File: src/core/stage_cfg_pkg.sv
// Functional notes
// [RULE1] power-up profile from stored select, 1..4, default 1; the load follows a reset of the select, so it is always 1
// [RULE2] four profiles: min, max, 1..1000 ms ramp
// [RULE3] host keeps each profile minimum below maximum
// [RULE4] selected profile drives joystick and program motion
// [RULE5] output polarity: idle low default, idle high option
// [RULE6] serial rate 9600/38400/57600, default 38400
// [RULE7] 8 data bits, no parity, 1 stop, CR LF
// [RULE8] RTS/CTS handshake or none, handshake default
// [RULE9] per axis display unit pulse/um/degree, um default
// [RULE10] per axis travel per pulse, 1..1000000, division 40
// [RULE11] degree unit reads travel in micro-degrees
// [RULE12] per axis direction mapping, positive default
// [RULE13] per axis homing method 0..6, default 1
// [RULE14] offset after homing methods one, five, six
// [RULE15] zero offset means half a millimetre
// [RULE16] per axis auto setup switch, default on
// [RULE17] host power-cycles after changing stored settings
// [RULE18] method zero performs no homing on that axis
// [RULE19] load store once at power-up, ignore later updates
package stage_cfg_pkg;
	// ------------
	// register map, byte addresses
	// ------------
	localparam logic [11:0] ADDR_PROFILE_SEL = 12'h000;
	localparam logic [11:0] ADDR_OUT_POLARITY = 12'h004;
	localparam logic [11:0] ADDR_BAUD_SEL = 12'h008;
	localparam logic [11:0] ADDR_FLOW_SEL = 12'h00C;
	localparam logic [11:0] ADDR_STATUS = 12'h010;
	localparam logic [11:0] ADDR_PROFILE_BASE = 12'h040; // 4 x 16 bytes
	localparam logic [11:0] ADDR_AXIS_BASE = 12'h080; // 3 x 32 bytes
	localparam logic [11:0] ADDR_AXIS_END = 12'h0E0;
	// ------------
	// ranges and reset values
	// ------------
	localparam logic [29:0] SPEED_MAX = 30'h3B9A_C9FF; // 999999999
	localparam logic [9:0] RAMP_MS_MAX = 10'h3E8; // 1000 ms
	localparam logic [19:0] TRAVEL_MAX = 20'hF_4240; // 1000000
	localparam logic [29:0] OFFSET_MAX = 30'h3B9A_C9FF;
	localparam logic [2:0] PROFILE_SEL_RST = 3'h1;
	localparam logic [29:0] MIN_SPEED_RST [4] = '{30'h0000_2710, 30'h0000_7530,
		30'h0001_1170, 30'h0001_86A0};
	localparam logic [29:0] MAX_SPEED_RST [4] = '{30'h0001_86A0, 30'h0004_93E0,
		30'h000A_AE60, 30'h000F_4240};
	localparam logic [9:0] RAMP_MS_RST = 10'h0C8;
	localparam logic [19:0] TRAVEL_RST = 20'h0_03E8;
	localparam logic [5:0] MICROSTEP_DIV = 6'h28; // driver division 40
	// zero offset falls back to 0.5 mm, counted in 0.01 um steps
	localparam int DEFAULT_OFFSET_UM = 500;
	localparam logic [29:0] DEFAULT_OFFSET = 30'(DEFAULT_OFFSET_UM * 100);
	// ------------
	// serial link timing, 250 MHz system clock
	// ------------
	localparam int CLK_HZ = 250_000_000;
	localparam logic [15:0] BAUD_DIV_9600 = 16'(CLK_HZ / 9600);
	localparam logic [15:0] BAUD_DIV_38400 = 16'(CLK_HZ / 38400);
	localparam logic [15:0] BAUD_DIV_57600 = 16'(CLK_HZ / 57600);
	localparam logic [3:0] FRAME_DATA_BITS = 4'h8;
	localparam logic [1:0] FRAME_STOP_BITS = 2'h1;
	// ------------
	// encodings
	// ------------
	typedef enum logic [1:0] {BAUD_9600 = 2'h0, BAUD_38400 = 2'h1, BAUD_57600 = 2'h2} baud_t;
	typedef enum logic [1:0] {UNIT_PULSE = 2'h0, UNIT_MICRO = 2'h1, UNIT_DEGREE = 2'h2} unit_t;
	typedef enum logic [2:0] {
		homing_disabled = 3'h0, homing_method_one = 3'h1, homing_method_two = 3'h2,
		homing_method_three = 3'h3, homing_method_four = 3'h4, homing_method_five = 3'h5,
		homing_method_six = 3'h6
	} homing_t;
	typedef enum logic [1:0] {ST_LOAD = 2'b00, ST_RUN = 2'b01} load_state_t;
	// ------------
	// carriers
	// ------------
	typedef struct packed {
		logic [29:0] min_speed; // 0.01 um/s
		logic [29:0] max_speed; // 0.01 um/s
		logic [9:0] ramp_ms;
	} profile_t;
	typedef struct packed {
		unit_t axis_display_unit;
		logic [19:0] axis_travel_per_pulse;
		logic axis_direction_polarity; // 1: negative rotation
		homing_t axis_homing_method;
		logic [29:0] axis_homing_offset;
		logic axis_auto_setup_enable;
	} axis_store_t;
	typedef struct packed {
		unit_t display_unit;
		logic [19:0] travel_per_pulse;
		logic degree_scale; // travel counted in micro-degrees
		logic [5:0] microstep_div;
		logic motor_dir;
		homing_t homing_method;
		logic homing_enable;
		logic homing_apply_offset;
		logic [29:0] homing_offset;
		logic auto_setup;
	} axis_out_t;
	typedef struct packed {
		logic [15:0] baud_div;
		baud_t baud_sel;
		logic flow_hw;
		logic [3:0] data_bits;
		logic parity_en;
		logic [1:0] stop_bits;
	} link_cfg_t;
endpackage : stage_cfg_pkg

File: src/core/stage_axis_setting_store.sv
// Design decisions made here: the register offsets and the APB interface to the registers.
`timescale 1ns/1ps
module stage_axis_setting_store (
	// clock and power-on reset
	input wire logic I_CLK_SYS,
	input wire logic I_NRST,
	// apb slave
	input wire logic I_PSEL,
	input wire logic I_PENABLE,
	input wire logic I_PWRITE,
	input wire logic [11:0] I_PADDR,
	input wire logic [31:0] I_PWDATA,
	output logic O_PREADY,
	output logic [31:0] O_PRDATA,
	output logic O_PSLVERR,
	// motion requests, asynchronous
	input wire logic I_JOG_ACTIVE,
	input wire logic I_PROGRAM_ACTIVE,
	input wire logic [2:0] I_AXIS_DIR_REQ,
	input wire logic [3:0] I_IO_ASSERT,
	// working settings
	output logic O_LOADED,
	output logic [2:0] O_PROFILE_SEL,
	output logic O_RUN_VALID,
	output stage_cfg_pkg::profile_t O_RUN_PROFILE,
	output stage_cfg_pkg::link_cfg_t O_LINK,
	output stage_cfg_pkg::axis_out_t [2:0] O_AXIS,
	output logic [3:0] O_IO_PIN
);
	// ------------
	// stored image, written by software
	// ------------
	logic [2:0] sel_q; // power_on_profile_select, 1..4
	logic output_polarity_select_q; // 1: idle_high_polarity
	stage_cfg_pkg::baud_t baud_q;
	logic flow_hw_q;
	stage_cfg_pkg::profile_t prof_q [4];
	stage_cfg_pkg::axis_store_t axis_q [3];

	// ------------
	// working copy, captured once after power-up
	// ------------
	stage_cfg_pkg::load_state_t state_q;
	logic [2:0] run_sel_q;
	logic run_polarity_q;
	stage_cfg_pkg::baud_t run_baud_q;
	logic run_flow_q;
	stage_cfg_pkg::profile_t run_prof_q [4];
	stage_cfg_pkg::axis_store_t run_axis_q [3];

	// apb decode
	logic access; // access phase, answer already due
	logic wr_en; // write lands this edge
	logic [1:0] pidx; // profile index
	logic [1:0] pfld; // profile field
	logic [1:0] aidx; // axis index
	logic [2:0] afld; // axis field
	logic in_prof;
	logic in_axis;
	logic [31:0] rdata_d;
	logic err_d;

	// synchronisers for pin inputs
	logic [1:0] motion_s1_q;
	logic [1:0] motion_s2_q;
	logic [2:0] dir_s1_q;
	logic [2:0] dir_s2_q;
	logic [3:0] io_s1_q;
	logic [3:0] io_s2_q;

	assign pidx = I_PADDR[5:4];
	assign pfld = I_PADDR[3:2];
	assign aidx = I_PADDR[6:5];
	assign afld = I_PADDR[4:2];
	assign in_prof = (I_PADDR >= stage_cfg_pkg::ADDR_PROFILE_BASE)
		&& (I_PADDR < stage_cfg_pkg::ADDR_AXIS_BASE);
	assign in_axis = (I_PADDR >= stage_cfg_pkg::ADDR_AXIS_BASE)
		&& (I_PADDR < stage_cfg_pkg::ADDR_AXIS_END);
	assign access = I_PSEL && I_PENABLE && O_PREADY;

	// ------------
	// read mux and range check
	// ------------
	// out-of-range values and unmapped or misaligned addresses error;
	// a refused write leaves the store untouched
	always_comb begin
		rdata_d = 32'h0000_0000;
		err_d = 1'b0;
		if (I_PADDR[1:0] != 2'b00) begin
			err_d = 1'b1;
		end else if (in_prof && pfld != 2'h3) begin
			case (pfld)
				2'h0: begin
					rdata_d = {2'b00, prof_q[pidx].min_speed};
					err_d = I_PWRITE && (I_PWDATA == 32'h0000_0000
						|| I_PWDATA > {2'b00, stage_cfg_pkg::SPEED_MAX}); // RULE2
				end
				2'h1: begin
					rdata_d = {2'b00, prof_q[pidx].max_speed};
					err_d = I_PWRITE && (I_PWDATA == 32'h0000_0000
						|| I_PWDATA > {2'b00, stage_cfg_pkg::SPEED_MAX}); // RULE2
				end
				default: begin
					rdata_d = {22'h00_0000, prof_q[pidx].ramp_ms};
					err_d = I_PWRITE && (I_PWDATA == 32'h0000_0000
						|| I_PWDATA > {22'h00_0000, stage_cfg_pkg::RAMP_MS_MAX}); // RULE2
				end
			endcase
		end else if (in_axis && afld < 3'h6) begin
			case (afld)
				3'h0: begin
					rdata_d = {30'h0000_0000, axis_q[aidx].axis_display_unit};
					err_d = I_PWRITE && I_PWDATA > 32'h0000_0002; // RULE9
				end
				3'h1: begin
					rdata_d = {12'h000, axis_q[aidx].axis_travel_per_pulse};
					err_d = I_PWRITE && (I_PWDATA == 32'h0000_0000
						|| I_PWDATA > {12'h000, stage_cfg_pkg::TRAVEL_MAX}); // RULE10
				end
				3'h2: begin
					rdata_d = {31'h0000_0000, axis_q[aidx].axis_direction_polarity};
					err_d = I_PWRITE && I_PWDATA > 32'h0000_0001;
				end
				3'h3: begin
					rdata_d = {29'h0000_0000, axis_q[aidx].axis_homing_method};
					err_d = I_PWRITE && I_PWDATA > 32'h0000_0006; // RULE13
				end
				3'h4: begin
					rdata_d = {2'b00, axis_q[aidx].axis_homing_offset};
					err_d = I_PWRITE && I_PWDATA > {2'b00, stage_cfg_pkg::OFFSET_MAX}; // RULE14
				end
				default: begin
					rdata_d = {31'h0000_0000, axis_q[aidx].axis_auto_setup_enable};
					err_d = I_PWRITE && I_PWDATA > 32'h0000_0001;
				end
			endcase
		end else begin
			case (I_PADDR)
				stage_cfg_pkg::ADDR_PROFILE_SEL: begin
					rdata_d = {29'h0000_0000, sel_q};
					err_d = I_PWRITE && (I_PWDATA == 32'h0000_0000
						|| I_PWDATA > 32'h0000_0004); // RULE1
				end
				stage_cfg_pkg::ADDR_OUT_POLARITY: begin
					rdata_d = {31'h0000_0000, output_polarity_select_q};
					err_d = I_PWRITE && I_PWDATA > 32'h0000_0001;
				end
				stage_cfg_pkg::ADDR_BAUD_SEL: begin
					rdata_d = {30'h0000_0000, baud_q};
					err_d = I_PWRITE && I_PWDATA > 32'h0000_0002; // RULE6
				end
				stage_cfg_pkg::ADDR_FLOW_SEL: begin
					rdata_d = {31'h0000_0000, flow_hw_q};
					err_d = I_PWRITE && I_PWDATA > 32'h0000_0001; // RULE8
				end
				stage_cfg_pkg::ADDR_STATUS: begin
					// read-only view of what is actually running
					rdata_d = {24'h00_0000, run_baud_q, run_flow_q, run_polarity_q,
						run_sel_q, state_q == stage_cfg_pkg::ST_RUN};
					err_d = I_PWRITE;
				end
				default: begin
					err_d = 1'b1; // unmapped
				end
			endcase
		end
	end

	// ------------
	// apb answer: one wait state, so every answer leaves a flop
	// ------------
	always_ff @(posedge I_CLK_SYS or negedge I_NRST) begin
		if (!I_NRST) begin
			O_PREADY <= 1'b0;
			O_PRDATA <= 32'h0000_0000;
			O_PSLVERR <= 1'b0;
		end else begin
			O_PREADY <= I_PSEL && I_PENABLE && !O_PREADY;
			// read data and error are presented together with pready
			O_PRDATA <= (I_PSEL && !I_PWRITE && !err_d) ? rdata_d : 32'h0000_0000;
			O_PSLVERR <= I_PSEL && I_PENABLE && !O_PREADY && err_d;
		end
	end

	assign wr_en = access && I_PWRITE && !O_PSLVERR;

	// ------------
	// stored image, defaults at power-on
	// ------------
	// the store may change at any time; it steers nothing, since a
	// power-up reset returns it to its defaults before the load
	always_ff @(posedge I_CLK_SYS or negedge I_NRST) begin
		if (!I_NRST) begin
			sel_q <= stage_cfg_pkg::PROFILE_SEL_RST; // RULE1
			output_polarity_select_q <= 1'b0; // RULE5
			baud_q <= stage_cfg_pkg::BAUD_38400; // RULE6
			flow_hw_q <= 1'b1; // RULE8
			for (int p = 0; p < 4; p++) begin
				prof_q[p].min_speed <= stage_cfg_pkg::MIN_SPEED_RST[p]; // RULE2
				prof_q[p].max_speed <= stage_cfg_pkg::MAX_SPEED_RST[p];
				prof_q[p].ramp_ms <= stage_cfg_pkg::RAMP_MS_RST;
			end
			for (int a = 0; a < 3; a++) begin
				axis_q[a].axis_display_unit <= stage_cfg_pkg::UNIT_MICRO; // RULE9
				axis_q[a].axis_travel_per_pulse <= stage_cfg_pkg::TRAVEL_RST; // RULE10
				axis_q[a].axis_direction_polarity <= 1'b0; // RULE12
				axis_q[a].axis_homing_method <= stage_cfg_pkg::homing_method_one; // RULE13
				axis_q[a].axis_homing_offset <= 30'h0000_0000;
				axis_q[a].axis_auto_setup_enable <= 1'b1; // RULE16
			end
		end else if (wr_en) begin
			if (in_prof) begin
				case (pfld)
					2'h0: prof_q[pidx].min_speed <= I_PWDATA[29:0];
					2'h1: prof_q[pidx].max_speed <= I_PWDATA[29:0];
					default: prof_q[pidx].ramp_ms <= I_PWDATA[9:0];
				endcase
			end else if (in_axis) begin
				case (afld)
					3'h0: axis_q[aidx].axis_display_unit <= stage_cfg_pkg::unit_t'(I_PWDATA[1:0]);
					3'h1: axis_q[aidx].axis_travel_per_pulse <= I_PWDATA[19:0];
					3'h2: axis_q[aidx].axis_direction_polarity <= I_PWDATA[0];
					3'h3: axis_q[aidx].axis_homing_method <= stage_cfg_pkg::homing_t'(I_PWDATA[2:0]);
					3'h4: axis_q[aidx].axis_homing_offset <= I_PWDATA[29:0];
					default: axis_q[aidx].axis_auto_setup_enable <= I_PWDATA[0];
				endcase
			end else begin
				case (I_PADDR)
					stage_cfg_pkg::ADDR_PROFILE_SEL: sel_q <= I_PWDATA[2:0];
					stage_cfg_pkg::ADDR_OUT_POLARITY: output_polarity_select_q <= I_PWDATA[0];
					stage_cfg_pkg::ADDR_BAUD_SEL: baud_q <= stage_cfg_pkg::baud_t'(I_PWDATA[1:0]);
					stage_cfg_pkg::ADDR_FLOW_SEL: flow_hw_q <= I_PWDATA[0];
					default: sel_q <= sel_q; // status is read-only
				endcase
			end
		end
	end

	// ------------
	// power-up load: one copy, then frozen
	// ------------
	always_ff @(posedge I_CLK_SYS or negedge I_NRST) begin
		if (!I_NRST) begin
			state_q <= stage_cfg_pkg::ST_LOAD;
		end else begin
			case (state_q)
				stage_cfg_pkg::ST_LOAD: state_q <= stage_cfg_pkg::ST_RUN;
				stage_cfg_pkg::ST_RUN: state_q <= stage_cfg_pkg::ST_RUN;
				default: state_q <= stage_cfg_pkg::ST_LOAD;
			endcase
		end
	end

	// working registers take the store only in the load state
	always_ff @(posedge I_CLK_SYS or negedge I_NRST) begin
		if (!I_NRST) begin
			run_sel_q <= stage_cfg_pkg::PROFILE_SEL_RST;
			run_polarity_q <= 1'b0;
			run_baud_q <= stage_cfg_pkg::BAUD_38400;
			run_flow_q <= 1'b1;
			for (int p = 0; p < 4; p++) begin
				run_prof_q[p] <= '{stage_cfg_pkg::MIN_SPEED_RST[p],
					stage_cfg_pkg::MAX_SPEED_RST[p], stage_cfg_pkg::RAMP_MS_RST};
			end
			for (int a = 0; a < 3; a++) begin
				run_axis_q[a] <= '{stage_cfg_pkg::UNIT_MICRO, stage_cfg_pkg::TRAVEL_RST,
					1'b0, stage_cfg_pkg::homing_method_one, 30'h0000_0000, 1'b1};
			end
		end else if (state_q == stage_cfg_pkg::ST_LOAD) begin // RULE19
			run_sel_q <= sel_q; // RULE1
			run_polarity_q <= output_polarity_select_q;
			run_baud_q <= baud_q;
			run_flow_q <= flow_hw_q;
			run_prof_q <= prof_q;
			run_axis_q <= axis_q;
		end
	end

	// ------------
	// pin synchronisers
	// ------------
	always_ff @(posedge I_CLK_SYS or negedge I_NRST) begin
		if (!I_NRST) begin
			motion_s1_q <= 2'b00;
			motion_s2_q <= 2'b00;
			dir_s1_q <= 3'b000;
			dir_s2_q <= 3'b000;
			io_s1_q <= 4'h0;
			io_s2_q <= 4'h0;
		end else begin
			motion_s1_q <= {I_PROGRAM_ACTIVE, I_JOG_ACTIVE};
			motion_s2_q <= motion_s1_q;
			dir_s1_q <= I_AXIS_DIR_REQ;
			dir_s2_q <= dir_s1_q;
			io_s1_q <= I_IO_ASSERT;
			io_s2_q <= io_s1_q;
		end
	end

	// ------------
	// global outputs
	// ------------
	// profile speeds are presented only while joystick or program
	// motion runs; zero speeds elsewhere keep a stray start harmless
	always_ff @(posedge I_CLK_SYS or negedge I_NRST) begin
		if (!I_NRST) begin
			O_LOADED <= 1'b0;
			O_PROFILE_SEL <= stage_cfg_pkg::PROFILE_SEL_RST;
			O_RUN_VALID <= 1'b0;
			O_RUN_PROFILE <= '0;
			O_LINK <= '0;
			O_IO_PIN <= 4'h0;
		end else begin
			O_LOADED <= state_q == stage_cfg_pkg::ST_RUN;
			O_PROFILE_SEL <= run_sel_q;
			O_RUN_VALID <= |motion_s2_q; // RULE4
			O_RUN_PROFILE <= (|motion_s2_q) ? run_prof_q[2'(run_sel_q - 3'h1)] : '0; // RULE4
			case (run_baud_q)
				stage_cfg_pkg::BAUD_9600: O_LINK.baud_div <= stage_cfg_pkg::BAUD_DIV_9600; // RULE6
				stage_cfg_pkg::BAUD_57600: O_LINK.baud_div <= stage_cfg_pkg::BAUD_DIV_57600;
				default: O_LINK.baud_div <= stage_cfg_pkg::BAUD_DIV_38400;
			endcase
			O_LINK.baud_sel <= run_baud_q;
			O_LINK.flow_hw <= run_flow_q; // RULE8
			O_LINK.data_bits <= stage_cfg_pkg::FRAME_DATA_BITS; // RULE7
			O_LINK.parity_en <= 1'b0; // RULE7
			O_LINK.stop_bits <= stage_cfg_pkg::FRAME_STOP_BITS; // RULE7
			// idle level follows the polarity: low when active high
			O_IO_PIN <= io_s2_q ^ {4{run_polarity_q}}; // RULE5
		end
	end

	// ------------
	// per axis outputs
	// ------------
	for (genvar a = 0; a < 3; a++) begin : g_axis
		always_ff @(posedge I_CLK_SYS or negedge I_NRST) begin
			if (!I_NRST) begin
				O_AXIS[a] <= '0;
			end else begin
				O_AXIS[a].display_unit <= run_axis_q[a].axis_display_unit; // RULE9
				O_AXIS[a].travel_per_pulse <= run_axis_q[a].axis_travel_per_pulse; // RULE10
				O_AXIS[a].microstep_div <= stage_cfg_pkg::MICROSTEP_DIV; // RULE10
				O_AXIS[a].degree_scale <=
					run_axis_q[a].axis_display_unit == stage_cfg_pkg::UNIT_DEGREE; // RULE11
				O_AXIS[a].motor_dir <= dir_s2_q[a] ^ run_axis_q[a].axis_direction_polarity; // RULE12
				O_AXIS[a].homing_method <= run_axis_q[a].axis_homing_method; // RULE13
				O_AXIS[a].homing_enable <=
					run_axis_q[a].axis_homing_method != stage_cfg_pkg::homing_disabled; // RULE18
				O_AXIS[a].homing_apply_offset <=
					run_axis_q[a].axis_homing_method == stage_cfg_pkg::homing_method_one
					|| run_axis_q[a].axis_homing_method == stage_cfg_pkg::homing_method_five
					|| run_axis_q[a].axis_homing_method == stage_cfg_pkg::homing_method_six; // RULE14
				if (run_axis_q[a].axis_homing_offset == 30'h0000_0000) begin
					O_AXIS[a].homing_offset <= stage_cfg_pkg::DEFAULT_OFFSET; // RULE15
				end else begin
					O_AXIS[a].homing_offset <= run_axis_q[a].axis_homing_offset;
				end
				O_AXIS[a].auto_setup <= run_axis_q[a].axis_auto_setup_enable; // RULE16
			end
		end
	end
endmodule : stage_axis_setting_store

File: config.mk
export PLATFORM = sky130hd
export DESIGN_NAME = stage_axis_setting_store
export DESIGN_NICKNAME = d
export VERILOG_FILES = /design/src/core/stage_cfg_pkg.sv /design/src/core/stage_axis_setting_store.sv
export SDC_FILE = /design/constraint.sdc
export NUM_CORES = 2
export LEC_CHECK = 0
export BUFFER_PORTS_ARGS = -buffer_cell sky130_fd_sc_hd__buf_2
export CAP_MARGIN = 10
export CELL_PAD_IN_SITES_DETAIL_PLACEMENT = 0
export CELL_PAD_IN_SITES_GLOBAL_PLACEMENT = 2
export CORE_MARGIN = 5
export CORE_UTILIZATION = 45
export CTS_BUF_LIST = sky130_fd_sc_hd__clkbuf_2
export CTS_CLUSTER_SIZE = 25
export DETAILED_ROUTE_END_ITERATION = 8
export PLACE_DENSITY = 0.79
export REMOVE_ABC_BUFFERS = 1
export SLEW_MARGIN = 10
export SYNTH_ARGS = -nofsm -noshare
export SYNTH_HDL_FRONTEND = slang
export SYNTH_SLANG_ARGS = --single-unit
File: constraint.sdc
create_clock -name I_CLK_SYS -period 5.5 [get_ports I_CLK_SYS]
set_clock_uncertainty 0.2 [all_clocks]
set_input_delay 1.1 -clock I_CLK_SYS [delete_from_list [all_inputs] [get_ports I_CLK_SYS]]
set_output_delay 1.1 -clock I_CLK_SYS [all_outputs]
set_load 0.01 [all_outputs]
* Word level (Yosys, flattened, before mapping)
Cells that the tools add are included.
Word-level totals: register bits 1250, latch bits 0, memory bits (writable) 0, ROM bits 0, input port bits 58, output and inout port bits 337, logic and storage cells 284, memories kept 0
Operators by class: add/subtract/negate cells 1, multiply operators 0, divide/modulo/power cells 0, $lt $le $gt $ge 17, equal/unequal tests 24, shift operators 0, multiplexer cells 57, bitwise operators 9, reductions and logical operators 59
Operators with widths (number):
- $bwmux 171 | 6
- $pmux 171 s5 | 1
- $bwmux 280 | 3
- $demux 57 s2 | 6
- $pmux 280 s2 | 1
- $demux 70 s2 | 3
- $mux 70 | 6
- $bmux 70 s2 | 2
- $mux 57 | 3
- $pmux 30 s5 | 1
- $mux 32 | 4
- $bmux 57 s2 | 1
- $logic_not 30->1 | 3
- $mux 30 | 3
- $gt 32x3->1 const B | 2
- $pmux 30 s2 | 1
- $mux 55 | 1
- $mux 40 | 1
- $pmux 8 s5 | 1
- $mux 35 | 1
- $mux 34 | 1
- $gt 32x1->1 const B | 1
- $gt 32x10->1 const B | 1
- $gt 32x2->1 const B | 1
- 40 further kinds | 113

* Logic depth before layout (Yosys ltp)
word-level depth 10, mapped depth 9, mapped depth without buffers 6

* Worst setup path after synthesis
No wires, ideal clock.
kind input to register, from in I_PADDR[8], to reg sel_q[1], setup time 0.125 ns, arrival 2.848 ns, slack 2.327 ns, stages 6, buffers on the path 1, cell sequence nor4_4 nand3_1 or4_1 clkbuf_1 nor3_4 mux2_2
Between the ends: longest elaborated chain between the ends 4, elaborated cells on any way between the ends 10, classes of those cells 4 x order compare; 2 x bitwise; 4 x reduce/logical
Ends and longest elaborated chain:
- from (decl) | line stage_axis_setting_store.sv:11 | input wire logic [11:0] I_PADDR,
- $ge 12x8->1, or another cell as far along | line stage_axis_setting_store.sv:77 | assign in_axis = (I_PADDR >= stage_cfg_pkg::ADDR_AXIS_BASE)
- $logic_and 1x1->1, on equally long branches | line stage_axis_setting_store.sv:78, stage_axis_setting_store.sv:76
- $not 1->1 (no line)
- $reduce_and 4->1 (no line) (*)
- to (signal assigned) | line stage_axis_setting_store.sv:194 | sel_q <= stage_cfg_pkg::PROFILE_SEL_RST;
- to (signal assigned) | line stage_axis_setting_store.sv:229 | stage_cfg_pkg::ADDR_PROFILE_SEL: sel_q <= I_PWDATA[2:0];
- to (signal assigned) | line stage_axis_setting_store.sv:233 | default: sel_q <= sel_q;
- to (decl) | line stage_axis_setting_store.sv:33 | logic [2:0] sel_q;
Every way passes the cells marked *; elsewhere a longest branch is shown, timed or not. A chain may end at the register's enable or synchronous reset.

==> results.sh <==
export IMPL_cts_tree="built"
export IMPL_cts_setup_buffers=0
export IMPL_yosysTopAreaCellShare_pct=52.0
export IMPL_outcome="completed"
export IMPL_viasPerCell=5.40
export IMPL_die_h_um=344
export IMPL_crit_fanout=20
export IMPL_dp_slack_ns=1.08
export IMPL_grt_pass1_wl_um=210000
export IMPL_fp_dieW_um=344
export IMPL_synth_commonest_cells="dfrtp_1, mux2_2, clkbuf_1"
export IMPL_synth_cell_type_count=63
export IMPL_fin_area_um2=56900
export IMPL_power_leakage_nw=28.9
export IMPL_cts_clk_slew_worst_paths_ns=0.10
export IMPL_synth_xor_area_share_pct=0.122
export IMPL_p_per_area_nw_per_um2=285
export IMPL_die_area_um2=118000
export IMPL_io_pins=395
export IMPL_grt_overflow=0
export IMPL_ant_nets=0
export IMPL_gp_congestion=0.879
export IMPL_required_ns=6.58
export IMPL_cts_root_buf="clkbuf_2"
export IMPL_timing_final_ws_setup_ns=0.760
export IMPL_num_rows=122
export IMPL_fillCellCount=9463
export IMPL_synth_most_common_cell="dfrtp_1"
export IMPL_yosysSeqAreaShare_pct=62.1
export IMPL_area_delta_synth_final_pct=13.5
export IMPL_multi_input_area_um2=17500
export IMPL_drt_iter0_markers=1691
export IMPL_cp_start_kind="primary input"
export IMPL_regArea_um2=31100
export IMPL_arrival_ns=5.82
export IMPL_worstMarginPinSlew_ns=1.20
export IMPL_synth_top_family_by_area="multiplexers"
export IMPL_cts_buffers=332
export IMPL_grt_max_degree=181
export IMPL_timing_hold_ws_ns=0.110
export IMPL_antenna_found_initial=7
export IMPL_slew_viol_final=0
export IMPL_peakVddDrop_mv=0.153
export IMPL_grt_pass1_vias=33100
export IMPL_drc=0
export IMPL_ys_flop_type="dfrtp_1"
export IMPL_fin_util_pct=51.4
export IMPL_clock_latency_ns=1.52
export IMPL_slew_headroom_pct=19.8
export IMPL_synth_edf_count=0
export IMPL_placed_area_um2=53200
export IMPL_cts_path_max_buffers=4
export IMPL_power_total_mw=16.2
export IMPL_finalCriticalPeriod_ns=4.74
export IMPL_rsz0062_at_grt="no"
export IMPL_muxShareOfSynthArea_pct=28.6
export IMPL_setup_viol=0
export IMPL_drive_gt1_share_pct=55.0
export IMPL_ys_ff_latch=1234
export IMPL_io_buffers=373
export IMPL_routed_wl_um=138000
export IMPL_initial_core_util_pct=45.3
export IMPL_dpl_hpwl_um=89300
export IMPL_wire_per_inst_um=25.0
export IMPL_fmax_mhz=211
export IMPL_synthArstFlopShare_pct=100
export IMPL_synth_top_cells_by_area="dfrtp_1, mux2_2, dfstp_2, mux4_2, mux2i_1"
export IMPL_nets=3851
export IMPL_synth_compound_area_share_pct=2.20
export IMPL_cap_violations=0
export IMPL_dr_pass1_iters=5
export IMPL_clock_sinks=1234
export IMPL_synth_area_leader_cell="dfrtp_1"
export IMPL_hold_viol=0
export IMPL_core_area_um2=111000
export IMPL_netlist_area_um2=50100
export IMPL_yosys_warnings=0
export IMPL_setup_worst_path_class="in -> reg"
export IMPL_syn_inst=3263
export IMPL_synth_avg_cell_area_um2=15.4
export IMPL_cp_end_kind="flop"
export IMPL_synth_simple_area_share_pct=3.71
export IMPL_track_usage_pct=23.6
export IMPL_synthAdderAreaFrac_pct=0
export IMPL_period_share_pct=86.2
export IMPL_dr_total_vias=29900
export IMPL_h_tree_depth=5
export IMPL_min_path_type="reg -> reg"
==> report_power, final <==
| part | internal, mW | total [mW] | switching (mW) |
|---|---|---|---|
| sequential | 9.10 | 9.12 | 0.0183 |
| clock | 2.63 | 6.34 | 3.71 |
| combinational | 0.204 | 0.728 | 0.524 |
| total | 11.9 | 16.2 | 4.25 |
==> logic make-up (layout without fill, tap and decap cells) <==
group | Yosys count | count (layout)
other cells | 2 | 31
mux | 1142 | 1142
buf+inv | 356 | 1114
simple gates | 356 | 356
compound gates | 166 | 166
flops | 1234 | 1234
xor+xnor | 7 | 7
==> critical path, stage by stage <==
cell and delay (ns):
dlygate4sd3_1 0.54, buf_2 0.13, nor4_4 0.45, dlygate4sd3_1 0.78, and3_1 0.35, nand2_2 0.09
dlygate4sd3_1 0.62, nor3_2 0.37, nand2_1 0.80, mux2_2 0.55
==> cells in the final DEF, fill, tap and decap left out, drive strengths merged, types with 71 or more instances in the layout <==
| master | instances |
|---|---|
| nand2 | 90 |
| mux2i | 88 |
| clkbuf | 510 |
| mux4 | 142 |
| buf | 443 |
| dlygate4sd3 | 71 |
| dfstp | 193 |
| and2 | 72 |
| dfrtp | 1041 |
| mux2 | 912 |
==> path summary, 6_finish.rpt <==
path / depth (start not counted) / startpoint / to / slack (ns)
max: 10 / I_PADDR[10] / flop / 0.76
min: 0 / run_axis_q[164]$_DFFE_PN0N_ / O_AXIS[59]$_DFF_PN0_ / 0.11
max reg2reg: 7 / O_PREADY$_DFF_PN0_ / flop / 1.66
min reg2reg: 0 / run_axis_q[164]$_DFFE_PN0N_ / O_AXIS[59]$_DFF_PN0_ / 0.11
max in group asynchronous: 4 / I_NRST / run_prof_q[218]$_DFFE_PN0N_ / 3.19
min in group asynchronous: 3 / I_NRST / O_AXIS[187]$_DFF_PN0_ / 0.66
==> per-stage QoR <==
step / cells / setup TNS [ns]
after floorplan: 2945 / -2896.16
after global placement: 4875 / 0
after detailed placement: 4875 / 0
after CTS: 5529 / 0
after global routing: 5535 / 0
final: 5538 / 0
==> layer usage <==
metal | wire length (um) | vias up | share of wire (%) | track usage (%)
li1 | - | 12900 | - | -
met5 | 19 | - | 0.014 | 0
met3 | 7970 | 210 | 5.8 | 5.47
met1 | 60100 | 16000 | 43 | 32.0
met2 | 67100 | 892 | 49 | 38.4
met4 | 2990 | 4 | 2.2 | 7.17
==> cell type report <==
cell class | instances | area share [%]
Sequential cell | 1234 | 54.8
Multi-Input combinational cell | 1693 | 30.7
Timing Repair Buffer | 514 | 5.88
Clock buffer | 510 | 4.49
Tap cell | 1488 | 3.27
Clock inverter | 72 | 0.700
Inverter | 18 | 0.119
Antenna cell | 9 | 0.0396
==> timing repair <==
| action | 4_1_cts | 5_1_grt |
|---|---|---|
| gates resized for setup | 0 | 0 |
| hold endpoints to repair | 794 | 0 |
| hold buffers | 72 | 0 |
| endpoints found under the setup margin | 0 | 0 |
Power figures use the tool's default switching activity.
